**config.mk**
```make
export PLATFORM = sky130hd
export DESIGN_NAME = bpss_seq
export DESIGN_NICKNAME = d
export VERILOG_FILES = /design/src/logic/bpss_seq.v
export VERILOG_INCLUDE_DIRS = /design/src /design/src/logic
export SDC_FILE = /design/constraint.sdc
export NUM_CORES = 1
export LEC_CHECK = 0
export ABC_AREA = 1
export BUFFER_PORTS_ARGS = -buffer_cell sky130_fd_sc_hd__buf_2
export CAP_MARGIN = 20
export CORE_ASPECT_RATIO = 1.5
export CORE_UTILIZATION = 40
export DETAILED_ROUTE_END_ITERATION = 6
export GPL_TIMING_DRIVEN = 0
export MAX_ROUTING_LAYER = met4
export SYNTH_ARGS = -nofsm -noshare
export SYNTH_HDL_FRONTEND = slang
export SYNTH_SLANG_ARGS = --single-unit
export TNS_END_PERCENT = 50
```
**constraint.sdc**
```tcl
create_clock -name clk_sys -period 3.7 [get_ports clk_sys]
set_input_delay 0.555 -clock clk_sys [delete_from_list [all_inputs] [get_ports clk_sys]]
set_output_delay 0.555 -clock clk_sys [all_outputs]
set_load 0.005 [all_outputs]
```
**src/logic/bpss_map.vh**
```
// constants for the board power state sequencer: state codes and timing counts
// assumes a 125 MHz system clock feeding the sequencer
`ifndef BPSS_MAP_VH
`define BPSS_MAP_VH

// ----------------------------------------------------------------------------
// power states
// ----------------------------------------------------------------------------
`define BPSS_ST_G3        3'h0
`define BPSS_ST_S0        3'h1
`define BPSS_ST_S3        3'h2
`define BPSS_ST_S4        3'h3
`define BPSS_ST_S5        3'h4

// ----------------------------------------------------------------------------
// register offsets
// ----------------------------------------------------------------------------
`define BPSS_OFS_STAT     4'h0
`define BPSS_OFS_MASK     4'h1
`define BPSS_OFS_STATE    4'h2

// ----------------------------------------------------------------------------
// timing
// ----------------------------------------------------------------------------
`define BPSS_CLK_MHZ      125
`define BPSS_SHORT_S      4
`define BPSS_LONG_S       6
`define BPSS_DEB_US       10
`define BPSS_DEB_CYC      (`BPSS_DEB_US * `BPSS_CLK_MHZ)
`define BPSS_SHORT_CYC    (`BPSS_SHORT_S * `BPSS_CLK_MHZ * 1000000)
`define BPSS_LONG_CYC     (`BPSS_LONG_S * `BPSS_CLK_MHZ * 1000000)

// ----------------------------------------------------------------------------
// interrupt status bit positions
// ----------------------------------------------------------------------------
`define BPSS_EV_WAKE      0
`define BPSS_EV_SLEEP     1
`define BPSS_EV_FORCE     2
`define BPSS_EV_NUM       3

`endif

```
**src/logic/bpss_seq.v**
```verilog
// board power state sequencer: switch timing, wake sources, restore policy, indicators
// assumes clk_sys runs from standby power and nrst is the standby-power reset
//
// Design decisions made here: the register offsets and the plain strobed port.
`timescale 1ns/100ps
`include "bpss_map.vh"

// Summary of operation
// - a press shorter than four seconds in soft-off or sleep brings the system to working.
// - a short press while working enters sleep or soft-off as the os setting input selects.
// - a press held beyond six seconds in working or sleep forces soft-off.
// - switch, alarm, network and pcie wake all wake the system from S3, S4 and S5; usb wake only as limited below.
// - usb wake is ignored in S4 and S5 unless the firmware option enables it.
// - usb wakes from S3 but stays disabled after mechanical-off until a normal power-up.
// - on return of ac power the on or off state held before is restored per policy.
// - a network wake-frame request powers the system up.
// - the active-low pcie wake line wakes the system from S3, S4 or S5.
// - the real-time-clock alarm wakes the system from S5.
// - in S3 only standby power stays on and the indicator shows amber or dark.
// - a wake in S3 resumes the last working state without a cold boot.
// - the standby indicator is lit whenever standby power is present.
// - an alarm wake keeps the display in its sleep state.
module bpss_seq (
  // clock and reset
  input  wire        clk_sys,
  input  wire        nrst,
  // front panel and wake inputs (asynchronous pins)
  input  wire        pwr_sw_n,
  input  wire        rtc_alarm,
  input  wire        lan_wake,
  input  wire        usb_wake,
  input  wire        pcie_wake_n,
  // supply status and settings
  input  wire        ac_ok,
  input  wire        sleep_sel_s3,
  input  wire        usb_deep_en,
  input  wire        restore_on,
  input  wire        led_dual,
  // register port
  input  wire [3:0]  reg_addr,
  input  wire [7:0]  reg_wdata,
  input  wire        reg_wr,
  input  wire        reg_rd,
  output reg  [7:0]  reg_rdata,
  output wire        irq,
  // power and indicators
  output reg  [2:0]  pwr_state,
  output reg         main_pwr_en,
  output reg         cold_boot,
  output reg         display_on,
  output reg         led_green,
  output reg         led_amber,
  output reg         led_stby
);

  // --------------------------------------------------------------------------
  // register offsets and timing counts
  // --------------------------------------------------------------------------
  localparam [3:0] OFS_STAT  = `BPSS_OFS_STAT;
  localparam [3:0] OFS_MASK  = `BPSS_OFS_MASK;
  localparam [3:0] OFS_STATE = `BPSS_OFS_STATE;
  localparam [31:0] DEB_CYC   = `BPSS_DEB_CYC;
  localparam [31:0] SHORT_CYC = `BPSS_SHORT_CYC;
  localparam [31:0] LONG_CYC  = `BPSS_LONG_CYC;

  // --------------------------------------------------------------------------
  // input synchronisers
  // --------------------------------------------------------------------------
  localparam NIN = 5;
  wire [NIN-1:0] pin_raw;
  wire [NIN-1:0] pin_lvl;
  assign pin_raw = {~pcie_wake_n, usb_wake, lan_wake, rtc_alarm, ~pwr_sw_n};

  // three flops per pin; the level moves once the second and third agree
  genvar gi;
  generate
    for (gi = 0; gi < NIN; gi = gi + 1) begin : g_sync
      reg s1;
      reg s2;
      reg s3;
      reg lvl;
      always @(posedge clk_sys) begin
        if (!nrst) begin
          s1  <= 1'b0;
          s2  <= 1'b0;
          s3  <= 1'b0;
          lvl <= 1'b0;
        end else begin
          s1 <= pin_raw[gi];
          s2 <= s1;
          s3 <= s2;
          if (s2 == s3)
            lvl <= s3;
        end
      end
      assign pin_lvl[gi] = lvl;
    end
  endgenerate

  // ac status: same three-flop treatment, kept apart for the restore logic
  reg ac1;
  reg ac2;
  reg ac3;
  reg ac_lvl;
  always @(posedge clk_sys) begin
    if (!nrst) begin
      ac1    <= 1'b0;
      ac2    <= 1'b0;
      ac3    <= 1'b0;
      ac_lvl <= 1'b0;
    end else begin
      ac1 <= ac_ok;
      ac2 <= ac1;
      ac3 <= ac2;
      if (ac2 == ac3)
        ac_lvl <= ac3;
    end
  end

  // --------------------------------------------------------------------------
  // switch debounce and press timer
  // --------------------------------------------------------------------------
  reg [31:0] deb_cnt;
  reg        sw_db;
  reg [31:0] press_cnt;
  reg        long_done;
  reg        sw_rel;
  reg        sw_long;
  reg        was_short;

  // debounce: the level must hold steady for the whole window; filters contact bounce
  always @(posedge clk_sys) begin
    if (!nrst) begin
      deb_cnt <= 32'h0000_0000;
      sw_db   <= 1'b0;
    end else if (pin_lvl[0] == sw_db) begin
      deb_cnt <= 32'h0000_0000;
    end else if (deb_cnt >= DEB_CYC - 32'h0000_0001) begin
      deb_cnt <= 32'h0000_0000;
      sw_db   <= pin_lvl[0];
    end else begin
      deb_cnt <= deb_cnt + 32'h0000_0001;
    end
  end

  // press duration; the long event fires once while still held, release pulses only
  // for presses under four seconds; presses between four and six seconds do nothing
  always @(posedge clk_sys) begin
    if (!nrst) begin
      press_cnt <= 32'h0000_0000;
      long_done <= 1'b0;
      sw_rel    <= 1'b0;
      sw_long   <= 1'b0;
    end else begin
      sw_rel  <= 1'b0;
      sw_long <= 1'b0;
      if (sw_db) begin
        if (press_cnt != 32'hFFFF_FFFF)
          press_cnt <= press_cnt + 32'h0000_0001;
        if (press_cnt >= LONG_CYC && !long_done) begin
          long_done <= 1'b1;
          sw_long   <= 1'b1;
        end
      end else begin
        if (press_cnt != 32'h0000_0000 && press_cnt < SHORT_CYC)
          sw_rel <= 1'b1;
        press_cnt <= 32'h0000_0000;
        long_done <= 1'b0;
      end
    end
  end

  // --------------------------------------------------------------------------
  // wake edge detection: one event per assertion
  // --------------------------------------------------------------------------
  reg  [4:1] wk_q;
  wire [4:1] wk_rise;
  always @(posedge clk_sys) begin
    if (!nrst)
      wk_q <= 4'h0;
    else
      wk_q <= pin_lvl[4:1];
  end
  assign wk_rise = pin_lvl[4:1] & ~wk_q;

  reg  usb_blk;
  wire asleep;
  wire deep;
  wire usb_ok;
  wire wake_any;
  assign asleep   = (pwr_state == `BPSS_ST_S3) || (pwr_state == `BPSS_ST_S4) ||
                    (pwr_state == `BPSS_ST_S5);
  assign deep     = (pwr_state == `BPSS_ST_S4) || (pwr_state == `BPSS_ST_S5);
  assign usb_ok   = !usb_blk && (!deep || usb_deep_en);
  // network and pcie wake from any sleep state
  assign wake_any = asleep && (wk_rise[2] || wk_rise[4] || (wk_rise[3] && usb_ok) ||
                    wk_rise[1] || sw_rel);
  // the alarm is honoured in every sleep state, soft-off included

  // --------------------------------------------------------------------------
  // state machine
  // --------------------------------------------------------------------------
  reg [2:0] next_state;
  reg       last_on;
  reg       ev_wake;
  reg       ev_sleep;
  reg       ev_force;

  always @* begin
    next_state = pwr_state;
    ev_wake    = 1'b0;
    ev_sleep   = 1'b0;
    ev_force   = 1'b0;
    case (pwr_state)
      `BPSS_ST_G3: begin
        if (ac_lvl) begin
          ev_wake    = restore_on && last_on;
          next_state = ev_wake ? `BPSS_ST_S0 : `BPSS_ST_S5;
        end
      end
      `BPSS_ST_S0: begin
        if (sw_long) begin
          next_state = `BPSS_ST_S5;
          ev_force   = 1'b1;
        end else if (sw_rel) begin
          next_state = sleep_sel_s3 ? `BPSS_ST_S3 : `BPSS_ST_S5;
          ev_sleep   = 1'b1;
        end
      end
      `BPSS_ST_S3, `BPSS_ST_S4, `BPSS_ST_S5: begin
        if (sw_long) begin
          next_state = `BPSS_ST_S5;
          ev_force   = (pwr_state != `BPSS_ST_S5);
        end else if (wake_any) begin
          next_state = `BPSS_ST_S0;
          ev_wake    = 1'b1;
        end
      end
      default: next_state = `BPSS_ST_G3;
    endcase
    if (!ac_lvl)
      next_state = `BPSS_ST_G3;
  end

  // state register, remembered on/off level and usb block after ac loss
  always @(posedge clk_sys) begin
    if (!nrst) begin
      pwr_state <= `BPSS_ST_G3;
      last_on   <= 1'b0;
      usb_blk   <= 1'b1;
    end else begin
      pwr_state <= next_state;
      if (pwr_state != `BPSS_ST_G3)
        last_on <= (pwr_state == `BPSS_ST_S0);
      if (pwr_state == `BPSS_ST_G3)
        usb_blk <= 1'b1;
      else if (next_state == `BPSS_ST_S0)
        usb_blk <= 1'b0;
    end
  end

  // --------------------------------------------------------------------------
  // power and indicator outputs
  // --------------------------------------------------------------------------
  // cold boot only when leaving soft-off or mechanical-off; S3 resumes warm
  always @(posedge clk_sys) begin
    if (!nrst) begin
      main_pwr_en <= 1'b0;
      cold_boot   <= 1'b0;
      display_on  <= 1'b0;
      led_green   <= 1'b0;
      led_amber   <= 1'b0;
      led_stby    <= 1'b0;
    end else begin
      main_pwr_en <= (next_state == `BPSS_ST_S0);
      led_green   <= (next_state == `BPSS_ST_S0);
      led_amber   <= (next_state == `BPSS_ST_S3) && led_dual;
      led_stby    <= ac_lvl;
      if (next_state == `BPSS_ST_S0 && pwr_state != `BPSS_ST_S0) begin
        cold_boot  <= (pwr_state != `BPSS_ST_S3);
        display_on <= !(wk_rise[1] && wake_any);
      end else if (next_state != `BPSS_ST_S0) begin
        cold_boot  <= 1'b0;
        display_on <= 1'b0;
      end else if (sw_rel) begin
        display_on <= 1'b1;
      end
    end
  end

  // --------------------------------------------------------------------------
  // interrupt status, mask and register reads
  // --------------------------------------------------------------------------
  reg  [`BPSS_EV_NUM-1:0] int_stat;
  reg  [`BPSS_EV_NUM-1:0] int_mask;
  wire [`BPSS_EV_NUM-1:0] ev_set;
  assign ev_set = {ev_force, ev_sleep, ev_wake};

  // set wins over a write-one clear in the same cycle so no event is lost
  always @(posedge clk_sys) begin
    if (!nrst) begin
      int_stat <= 3'h0;
      int_mask <= 3'h0;
    end else begin
      if (reg_wr && reg_addr == OFS_STAT)
        int_stat <= (int_stat & ~reg_wdata[2:0]) | ev_set;
      else
        int_stat <= int_stat | ev_set;
      if (reg_wr && reg_addr == OFS_MASK)
        int_mask <= reg_wdata[2:0];
    end
  end
  assign irq = |(int_stat & int_mask);

  // read data stand one cycle after the strobe; unmapped reads as zero
  always @(posedge clk_sys) begin
    if (!nrst) begin
      reg_rdata <= 8'h00;
    end else if (reg_rd) begin
      case (reg_addr)
        OFS_STAT:  reg_rdata <= {5'h00, int_stat};
        OFS_MASK:  reg_rdata <= {5'h00, int_mask};
        OFS_STATE: reg_rdata <= {3'h0, usb_blk, last_on, pwr_state};
        default:   reg_rdata <= 8'h00;
      endcase
    end else begin
      reg_rdata <= 8'h00;
    end
  end

endmodule // bpss_seq

```
==> impl_results.md, run 1 <==
- Initial antenna violation count: 0
- Max VDD drop: roughly 300 uV
- Num rows: 50
- Mapped Cells: 684
- Post-route worst setup slack: 1.68 ns
- M3 GR Usage: 0.0489
- Via/cell ratio: about 4.8
- Seq cells post-synth: 117
- Slowest cell delay on critical path: 0.41 ns
- Diodes inserted: 0
- Sequential Area: 2340 sq um
- Worst Tran Pin Value: 0.594 ns
- Final setup viols: 0
- Area Growth Syn to Fin: 21.7%
- Synthesized area: 5100 sq um
- Flop pwr share: 0.415
- Postcts setup bufs: 0
- Share of cells above drive strength 1: 0.135
- CTS tree: done
- Clk sinks: ~120
- FMAX: between 400 and 500 MHz
- Count of cell types in the netlist: 35
- Worst hold path class: in -> reg
- Final Critical Period: 2.02 ns
- DRT iter0 DRCs: about 140
- Starting Density: 0.409
- HPWL after DPL: 8810 um
- Worst Path Max Fanout: 10
- Final non-filler cell total: 929
- Mapped Avg Cell Area: 7.45 sq um
- Setup crit start kind: flip-flop
- Worst-path cell chain: ha_1 > inv_1 > nor3_4 > nand2_2 > nor2_4 > nand2_2 > clkinv_2 > buf_4 > o21ai_0 > inv_1
- WS Path Type: reg -> reg
- Longest Clk Path Bufs: 2
- Cell family with most CP delay: simple AND/OR/NAND/NOR gates
- RSZ-0062 raised after global routing: false
- Setup crit end kind: flip-flop
- P_leak: slightly below 0.003 uW
- Commonest non-fill, non-tap cell in the layout: nand2_1
- GP Congestion: 0.905
- Commonest non-fill, non-tap cells in the layout: nand2_1, dfxtp_1, inv_1, nor2_1, nand3_1
- CP Data Required Time: 4.05 ns
- Crit-path slowest cell: dfxtp_1
- Net Sw Frac: 0.194
- IO Pins: 44
- Vias in the first global route: 4303
- Wire per inst: 12.3 um
- # DRC: 0
- Comb power frac: 0.014
- Total gr overflow: 0
- Die W: 94.2 um
- Grt peak-use layer: met2
- Levels on crit path: 10
- Multi-input logic area: 2320 sq um
- Final WL: between 10000 and 15000 um
- Fin. Hold Viols: 0
- Worst Hold Depth: 2
- Final Cycle Share: 0.545
- Psw: 601 uW
- Yosys warning total: 0
- CTS buffer count: 17
- Core box area: 12400 sq um
- Top FF cell, synth: dfxtp_1
- Routed Antenna Nets: 0
- H-tree levels: 4
- Finished Core Util: 0.498
- Buf+Inv Stages, Crit Path: 4
- Reg clk slew, reported paths: 0.06 ns
- Post-synth EDFFs: 0
- GRT Util Overall: 0.197
- Post-CTS sizing: 0
- Max-slew headroom: 0.604
- PwrDens: between 500 and 600 nW/um^2
- CTS Root Buffer Type: clkbuf_16
- Dpl cells: 897
- Outcome: finished, final reports clean
- Hold-fix buffers, CTS: 0
- Synth async-reset ratio: 0
- Post-place setup slack: approximately 1.6 ns
- Clk_lat worst skew: 0.41 ns
- Largest net degree at the start of global routing: 17
- TNS Setup: 0 ns
- CP arrival: 2.37 ns
- Reg2reg path depth: 10
- Clock power share: 0.571
- Layout fillers: 1235
- PortBufs: 34
- Internal: 2500 uW
- Max Clock Skew: 0.00873 ns
- Met1 Use GR: 0.218
- Global-route wire length before repair: 19500 um
- Nets@finish: 791
- Post-synthesis sequential area ratio: 0.460
- Die area: about 13000 sq um
- Slew Limit Fails: 0
- GR Util met2: 0.323
- DR pass1 iterations: 5
- Via count: 4413
- Die height: 140 um
- Max_cap viols: 0
-- worst reg2reg max path, stage by stage, from the launching register on --
cell	delay [ns]
dfxtp_1	0.41
ha_1	0.34
inv_1	0.14
nor3_4	0.24
nand2_2	0.15
nor2_4	0.13
nand2_2	0.11
clkinv_2	0.09
buf_4	0.17
o21ai_0	0.10
inv_1	0.08
-- Yosys cell counts, types with 5 or more instances --
| cell type | count | area share |
|---|---|---|
| a21oi_1 | 21 | 0.021 |
| a31oi_1 | 5 | 0.0061 |
| buf_2 | 7 | 0.0069 |
| buf_4 | 6 | 0.0088 |
| clkbuf_1 | 5 | 0.0037 |
| dfxtp_1 | 117 | 0.46 |
| ha_1 | 5 | 0.012 |
| inv_1 | 102 | 0.075 |
| inv_2 | 5 | 0.0037 |
| nand2_1 | 142 | 0.10 |
| nand2_2 | 6 | 0.0074 |
| nand3_1 | 44 | 0.043 |
| nand4_1 | 17 | 0.021 |
| nor2_1 | 82 | 0.060 |
| nor3_1 | 17 | 0.017 |
| nor3_2 | 6 | 0.012 |
| nor4_1 | 12 | 0.015 |
| o211ai_1 | 6 | 0.0088 |
| o21ai_0 | 25 | 0.025 |
| o21bai_1 | 5 | 0.0074 |
| xnor2_1 | 8 | 0.014 |
| xor2_1 | 25 | 0.043 |
-- routing by layer --
metal,vias to the layer above,share of wire
met5,-,0
met4,0,0.035
met3,33,0.043
met2,103,0.49
met1,1977,0.43
li1,2300,-
-- metrics by stage --
stage	area, sq um	power [uW]	hold slack, ns
2_1_floorplan	5180	1340	0.390
4_1_cts	6200	3140	0.288
6_report	6200	3100	0.307
5_1_grt	6200	3210	0.305
3_3_place_gp	5550	1360	0.395
3_5_place_dp	5550	1360	0.399
-- power groups by stage --
stage	Combinational [uW]	Sequential [uW]	Clock, uW
2_1_floorplan	23.6	1310	0
4_1_cts	42.5	1290	1810
5_1_grt	49.4	1290	1880
6_report	42.2	1290	1770
3_5_place_dp	42.4	1320	0
3_3_place_gp	41.4	1310	0
-- registers in the layout, indices dropped and copies added (netlist names), 3 cells and up --
register    count
deb_cnt        32
g_sync.lvl      5
g_sync.s1       5
g_sync.s2       5
g_sync.s3       5
int_mask        3
int_stat        3
press_cnt      32
pwr_state       3
reg_rdata       5
wk_q            4
-- path summary, 6_finish.rpt --
path,from,to,slack (ns)
setup reg to reg,press_cnt[1]$_SDFFE_PN0P_,press_cnt[21]$_SDFFE_PN0P_,1.68
hold reg to reg,ac1$_SDFF_PN0_,ac2$_SDFF_PN0_,0.41
setup / recovery,press_cnt[1]$_SDFFE_PN0P_,press_cnt[21]$_SDFFE_PN0P_,1.68
hold / removal,pcie_wake_n,g_sync[4].s1$_SDFF_PN0_,0.31
-- logic make-up after synthesis --
family                   Yosys count  share of synthesized area
XOR/XNOR                          33                     0.0567
buffers and inverters            127                      0.101
AND/OR/NAND/NOR                  333                      0.292
flip-flops                       117                      0.460
other                              1                   0.000736
adder cells (fa/ha/maj)            5                     0.0123
AO/OA/AOI/OAI                     68                     0.0776
-- layout make-up --
type | count | area share
repair buffers | 34 | 0.0274
inverters | 108 | 0.0656
clock inverters | 10 | 0.0272
multi-input cells | 463 | 0.375
well taps | 156 | 0.0315
clock buffers | 22 | 0.0781
flip-flops and latches | 117 | 0.378
plain buffers | 19 | 0.0178
Power figures use the tool's default switching activity.
==> run 2, diff against run 1 <==
Clock period 3.7 ns to 2.1 ns, I/O delays scaled along.
==> impl_results.md, run 2 (same netlist as run 1, synthesis figures left out) <==
- Setup crit start kind: flip-flop (unchanged)
- Commonest non-fill, non-tap cells in the layout: nand2_1, dfxtp_1, inv_1, nor2_1, nand3_1 (unchanged)
- Nets@finish: 791 (unchanged)
- # DRC: 0 (unchanged)
- Global-route wire length before repair: 19500 um (unchanged)
- Post-CTS sizing: 0 (unchanged)
- Sequential Area: 2340 sq um (unchanged)
- Setup crit end kind: flip-flop (unchanged)
- RSZ-0062 raised after global routing: false (unchanged)
- Worst hold path class: in -> reg (unchanged)
- Reg clk slew, reported paths: 0.06 ns (about the same)
- GP Congestion: 0.905 (unchanged)
- Max-slew headroom: 0.604 (about the same)
- CTS buffer count: 17 (unchanged)
- DR pass1 iterations: 5 (unchanged)
- Die area: 13200 sq um (unchanged)
- Initial antenna violation count: 0 (unchanged)
- Worst Path Max Fanout: 10 (unchanged)
- Worst Tran Pin Value: 0.594 ns (about the same)
- Max Clock Skew: 0.00870 ns (was 0.00873 ns)
- Clk sinks: 117 (unchanged)
- Final WL: 11400 um (about the same)
- Hold-fix buffers, CTS: 0 (unchanged)
- Starting Density: 0.409 (unchanged)
- Layout fillers: 1232 (was 1235)
- Via count: 4412 (was 4413)
- Vias in the first global route: 4303 (unchanged)
- FMAX: 532 MHz (was 496 MHz)
- Area Growth Syn to Fin: 21.9% (was 21.7%)
- Num rows: 50 (unchanged)
- H-tree levels: 4 (unchanged)
- Routed Antenna Nets: 0 (unchanged)
- Worst-path cell chain: ha_4 > inv_1 > nor3_4 > nand2_2 > nor2_4 > nand2_2 > clkinv_2 > buf_4 > o21ai_0 > inv_1 (was ha_1 > inv_1 > nor3_4 > nand2_2 > nor2_4 > nand2_2 > clkinv_2 > buf_4 > o21ai_0 > inv_1)
- Commonest non-fill, non-tap cell in the layout: nand2_1 (unchanged)
- Wire per inst: 12.3 um (about the same)
- Crit-path slowest cell: dfxtp_1 (unchanged)
- Slowest cell delay on critical path: 0.45 ns (was 0.41 ns)
- CP Data Required Time: 2.45 ns (was 4.05 ns)
- Final Cycle Share: 0.895 (was 0.545)
- Fin. Hold Viols: 0 (unchanged)
- IO Pins: 44 (unchanged)
- Post-route worst setup slack: 0.220 ns (was 1.68 ns)
- Post-place setup slack: 0.0976 ns (was 1.60 ns)
- Final setup viols: 0 (unchanged)
- Core box area: 12400 sq um (unchanged)
- Max VDD drop: 535 uV (was 303 uV)
- TNS Setup: 0 ns (unchanged)
- Die height: 140 um (unchanged)
- Multi-input logic area: 2340 sq um (was 2320 sq um)
- Max_cap viols: 0 (unchanged)
- WS Path Type: reg -> reg (unchanged)
- PwrDens: 880 nW/um^2 (was 500 nW/um^2)
- Final Critical Period: 1.88 ns (was 2.02 ns)
- Outcome: finished, final reports clean (unchanged)
- PortBufs: 34 (unchanged)
- DRT iter0 DRCs: 153 (was 144)
- CTS Root Buffer Type: clkbuf_16 (unchanged)
- Longest Clk Path Bufs: 2 (unchanged)
- Largest net degree at the start of global routing: 17 (unchanged)
- Final non-filler cell total: 929 (unchanged)
- Dpl cells: 897 (unchanged)
- CTS tree: done (unchanged)
- Fin Hold WS: 0.0669 ns (was 0.307 ns)
- CP arrival: 2.23 ns (was 2.37 ns)
- HPWL after DPL: 8810 um (unchanged)
- Total gr overflow: 0 (unchanged)
- Via/cell ratio: 4.75 (about the same)
- GRT Util Overall: 0.197 (unchanged)
- Die W: 94.2 um (unchanged)
- Share of cells above drive strength 1: 0.136 (was 0.135)
- P_leak: 0.00295 uW (about the same)
- Postcts setup bufs: 0 (unchanged)
- Slew Limit Fails: 0 (unchanged)
- Top flop regs: deb_cnt: 32 flops, press_cnt: 32 flops (unchanged)
- Diodes inserted: 0 (unchanged)
- Clk_lat worst skew: 0.41 ns (about the same)
run 2: worst paths after layout:
check                                          startpoint                         end  slack [ns]  depth (start not counted)
worst max-delay path            press_cnt[1]$_SDFFE_PN0P_  press_cnt[23]$_SDFFE_PN0P_        0.22                         10
worst min-delay path                          pcie_wake_n     g_sync[4].s1$_SDFF_PN0_        0.07                          2
worst max register to register  press_cnt[1]$_SDFFE_PN0P_  press_cnt[23]$_SDFFE_PN0P_        0.22                         10
worst min register to register             ac1$_SDFF_PN0_              ac2$_SDFF_PN0_        0.41                          2
run 2: cell type report:
type                    count  area share
plain buffers              19      0.0177
clock buffers              22      0.0779
clock inverters            10      0.0272
inverters                 108      0.0654
multi-input cells         463       0.376
flip-flops and latches    117       0.377
well taps                 156      0.0314
repair buffers             34      0.0274
run 2: report_power, final:
part | internal, uW | total (uW) | switching, uW
clock | 2120 | 3120 | 1000
combinational | 29.3 | 74.4 | 45.1
sequential | 2260 | 2270 | 10.7
run 2: routing by layer:
layer	routed length, um	global-route usage
met3	479	0.0489
met1	4910	0.218
met2	5650	0.323
met5	0	-
met4	401	0.102
run 2: worst max-delay path: cells and delay by family (launching register included):
kind / cells / cell delay, ns
AND/OR/NAND/NOR: 4 / 0.62
flip-flops: 1 / 0.45
buffers and inverters: 4 / 0.43
adder cells (fa/ha/maj): 1 / 0.22
AO/OA/AOI/OAI: 1 / 0.10
run 2: per-stage QoR:
stage                     utilization  area [sq um]  total power, uW
after floorplan                     -          5180             2360
after global placement          0.446          5550             2390
after detailed placement        0.446          5550             2390
after CTS                       0.498          6200             5530
after global routing            0.499          6210             5660
final                           0.499          6210             5470
==> run 3, diff against run 2 <==
Settings changed: PLACE_DENSITY_LB_ADDON set to 0.2.
==> impl_results.md, run 3 (same netlist as run 1, synthesis figures left out) <==
- CTS Root Buffer Type: clkbuf_16 (unchanged)
- Final WL: 11400 um (about the same)
- Global-route wire length before repair: 18700 um (was 19500 um)
- Critical Path Start: press_cnt[1]$_SDFFE_PN0P_ (unchanged)
- GRT Util Overall: 0.190 (was 0.197)
- Max_cap viols: 0 (unchanged)
- CTS buffer count: 17 (unchanged)
- Via/cell ratio: 4.72 (was 4.75)
- TNS Setup: 0 ns (unchanged)
- Die area: 13200 sq um (unchanged)
- Final Critical Period: 1.90 ns (was 1.88 ns)
- Commonest non-fill, non-tap cells in the layout: nand2_1, dfxtp_1, inv_1, nor2_1, nand3_1 (unchanged)
- Reg2reg path depth: 10 (unchanged)
- DR pass1 iterations: 7 (was 5)
- P_leak: 0.00290 uW (was 0.00295 uW)
- Vias in the first global route: 4158 (was 4303)
- H-tree levels: 4 (unchanged)
- Worst-path cell chain: ha_4 > inv_1 > nor3_4 > nand2_2 > nor2_4 > nand2_2 > clkinv_2 > buf_4 > o21ai_0 > inv_1 (unchanged)
- Outcome: finished, final reports clean (unchanged)
- Levels on crit path: 10 (unchanged)
- Starting Density: 0.409 (unchanged)
- Nets@finish: 793 (was 791)
- Dpl cells: 897 (unchanged)
- Top flop regs: deb_cnt: 32 flops, press_cnt: 32 flops (unchanged)
- Worst hold path class: in -> reg (unchanged)
- Max-slew headroom: 0.596 (was 0.604)
- Final non-filler cell total: 929 (unchanged)
- Num rows: 50 (unchanged)
- Clk sinks: 117 (unchanged)
- Buf+Inv Stages, Crit Path: 4 (unchanged)
- Setup crit end kind: flip-flop (unchanged)
- # DRC: 0 (unchanged)
- Commonest non-fill, non-tap cell in the layout: nand2_1 (unchanged)
- Largest net degree at the start of global routing: 17 (unchanged)
- Routed Antenna Nets: 0 (unchanged)
- Cell family with most CP delay: simple AND/OR/NAND/NOR gates (unchanged)
- Worst Setup EP: press_cnt[23]$_SDFFE_PN0P_ (unchanged)
- Reg clk slew, reported paths: 0.05 ns (was 0.06 ns)
- WS Path Type: reg -> reg (unchanged)
- Die W: 94.2 um (unchanged)
- Reg2reg start: press_cnt[1]$_SDFFE_PN0P_ (unchanged)
- Core box area: 12400 sq um (unchanged)
- Fin. Hold Viols: 0 (unchanged)
- PwrDens: 813 nW/um^2 (was 880 nW/um^2)
- FMAX: 526 MHz (was 532 MHz)
- HPWL after DPL: 8730 um (was 8810 um)
- Setup crit start kind: flip-flop (unchanged)
- R2R Setup Slk: 0.20 ns (was 0.22 ns)
- Final setup viols: 0 (unchanged)
- Longest Clk Path Bufs: 2 (unchanged)
- IO Pins: 44 (unchanged)
- GP Congestion: 0.930 (was 0.905)
- Finished Core Util: 0.491 (was 0.499)
- Die height: 140 um (unchanged)
- DRT iter0 DRCs: 151 (was 153)
- Reg2reg end: press_cnt[23]$_SDFFE_PN0P_ (unchanged)
- Crit-path slowest cell: dfxtp_1 (unchanged)
- Worst Tran Pin Value: 0.607 ns (was 0.594 ns)
- Worst Path Max Fanout: 10 (unchanged)
- Area Growth Syn to Fin: 20.1% (was 21.9%)
- Slowest cell delay on critical path: 0.43 ns (was 0.45 ns)
- Final Cycle Share: 0.905 (was 0.895)
- CP Data Required Time: 2.44 ns (was 2.45 ns)
- Clk_lat worst skew: 0.40 ns (was 0.41 ns)
- Max VDD drop: 531 uV (was 535 uV)
- Via count: 4383 (was 4412)
- Total gr overflow: 0 (unchanged)
- Slew Limit Fails: 0 (unchanged)
- Wire per inst: 12.2 um (was 12.3 um)
- Layout fillers: 1261 (was 1232)
- CTS tree: done (unchanged)
- Initial antenna violation count: 0 (unchanged)
- Diodes inserted: 0 (unchanged)
- CP arrival: 2.24 ns (was 2.23 ns)
- Max Clock Skew: 0.00706 ns (was 0.00870 ns)
- Pwr Total: 4970 uW (was 5470 uW)
- Share of cells above drive strength 1: 0.133 (was 0.136)
- RSZ-0062 raised after global routing: false (unchanged)
- PortBufs: 34 (unchanged)
==> run 3: cell count changes in the layout (fill, tap and decap cells not counted), sizes merged <==
cell      before  now
inv          108  107
clkinvlp       0    1
clkinv         6    7
bufinv         4    1
buf           48   50
==> run 3: power breakdown <==
part / switching, uW / total (uW) / internal [uW]
Combinational: 45.2 / 74.5 / 29.3
Sequential: 10.9 / 2270 / 2260
Clock: 956 / 2630 / 1670
Total: 1010 / 4970 / 3960
==> run 3: through the flow <==
stage	hold WS, ns	setup slack (ns)	instance area (sq um)
6_report	0.0674	0.199	6120
5_1_grt	0.0576	0.0115	6120
4_1_cts	0.0569	0.0726	6090
3_5_place_dp	0.402	0.0834	5550
3_3_place_gp	0.397	0.0766	5550
2_1_floorplan	0.387	0.485	5180
==> run 3: layout make-up <==
| type | count | area [sq um] | share of cell area |
|---|---|---|---|
| buffer | 19 | 110 | 0.0180 |
| clock buffer | 22 | 464 | 0.0759 |
| clock inverter | 8 | 78.8 | 0.0129 |
| inverter | 108 | 407 | 0.0665 |
| multi-input combinational | 463 | 2340 | 0.382 |
| sequential | 117 | 2340 | 0.383 |
| tap | 156 | 195 | 0.0319 |
| timing repair buffer | 36 | 185 | 0.0303 |
==> run 3: per-layer routing <==
layer | up-vias | routed length [um] | global-route usage
li1 | 2294 | - | -
met1 | 1981 | 5000 | 0.211
met2 | 93 | 5750 | 0.320
met3 | 15 | 417 | 0.0451
met4 | 0 | 200 | 0.0810
met5 | - | 0 | -
==> run 3: worst register-to-register path, delay by kind of cell (launching register included) <==
family,cells,cell delay (ns)
AND/OR/NAND/NOR,4,0.68
buffers and inverters,4,0.42
flip-flops,1,0.43
AO/OA/AOI/OAI,1,0.10
adder cells (fa/ha/maj),1,0.21
==> run 3: repair_timing <==
action / CTS / global route
hold endpoints to repair: 0 / 0
gates resized for setup: 0 / 2
setup buffers: 0 / 2
endpoints found under the setup margin: 0 / 24
hold buffers: 0 / 0
==> run 3: how the worst min path moves through the flow <==
stage                                  from  slack (ns)                       to  depth (start not counted)
finish                          pcie_wake_n        0.07  g_sync[4].s1$_SDFF_PN0_                          2
global route                    pcie_wake_n        0.06  g_sync[4].s1$_SDFF_PN0_                          2
detailed placement  g_sync[0].s1$_SDFF_PN0_        0.40  g_sync[0].s2$_SDFF_PN0_                          2
global placement             ac1$_SDFF_PN0_        0.40           ac2$_SDFF_PN0_                          2
floorplan                          pwr_sw_n        0.39  g_sync[0].s1$_SDFF_PN0_                          1
CTS                             pcie_wake_n        0.06  g_sync[4].s1$_SDFF_PN0_                          2
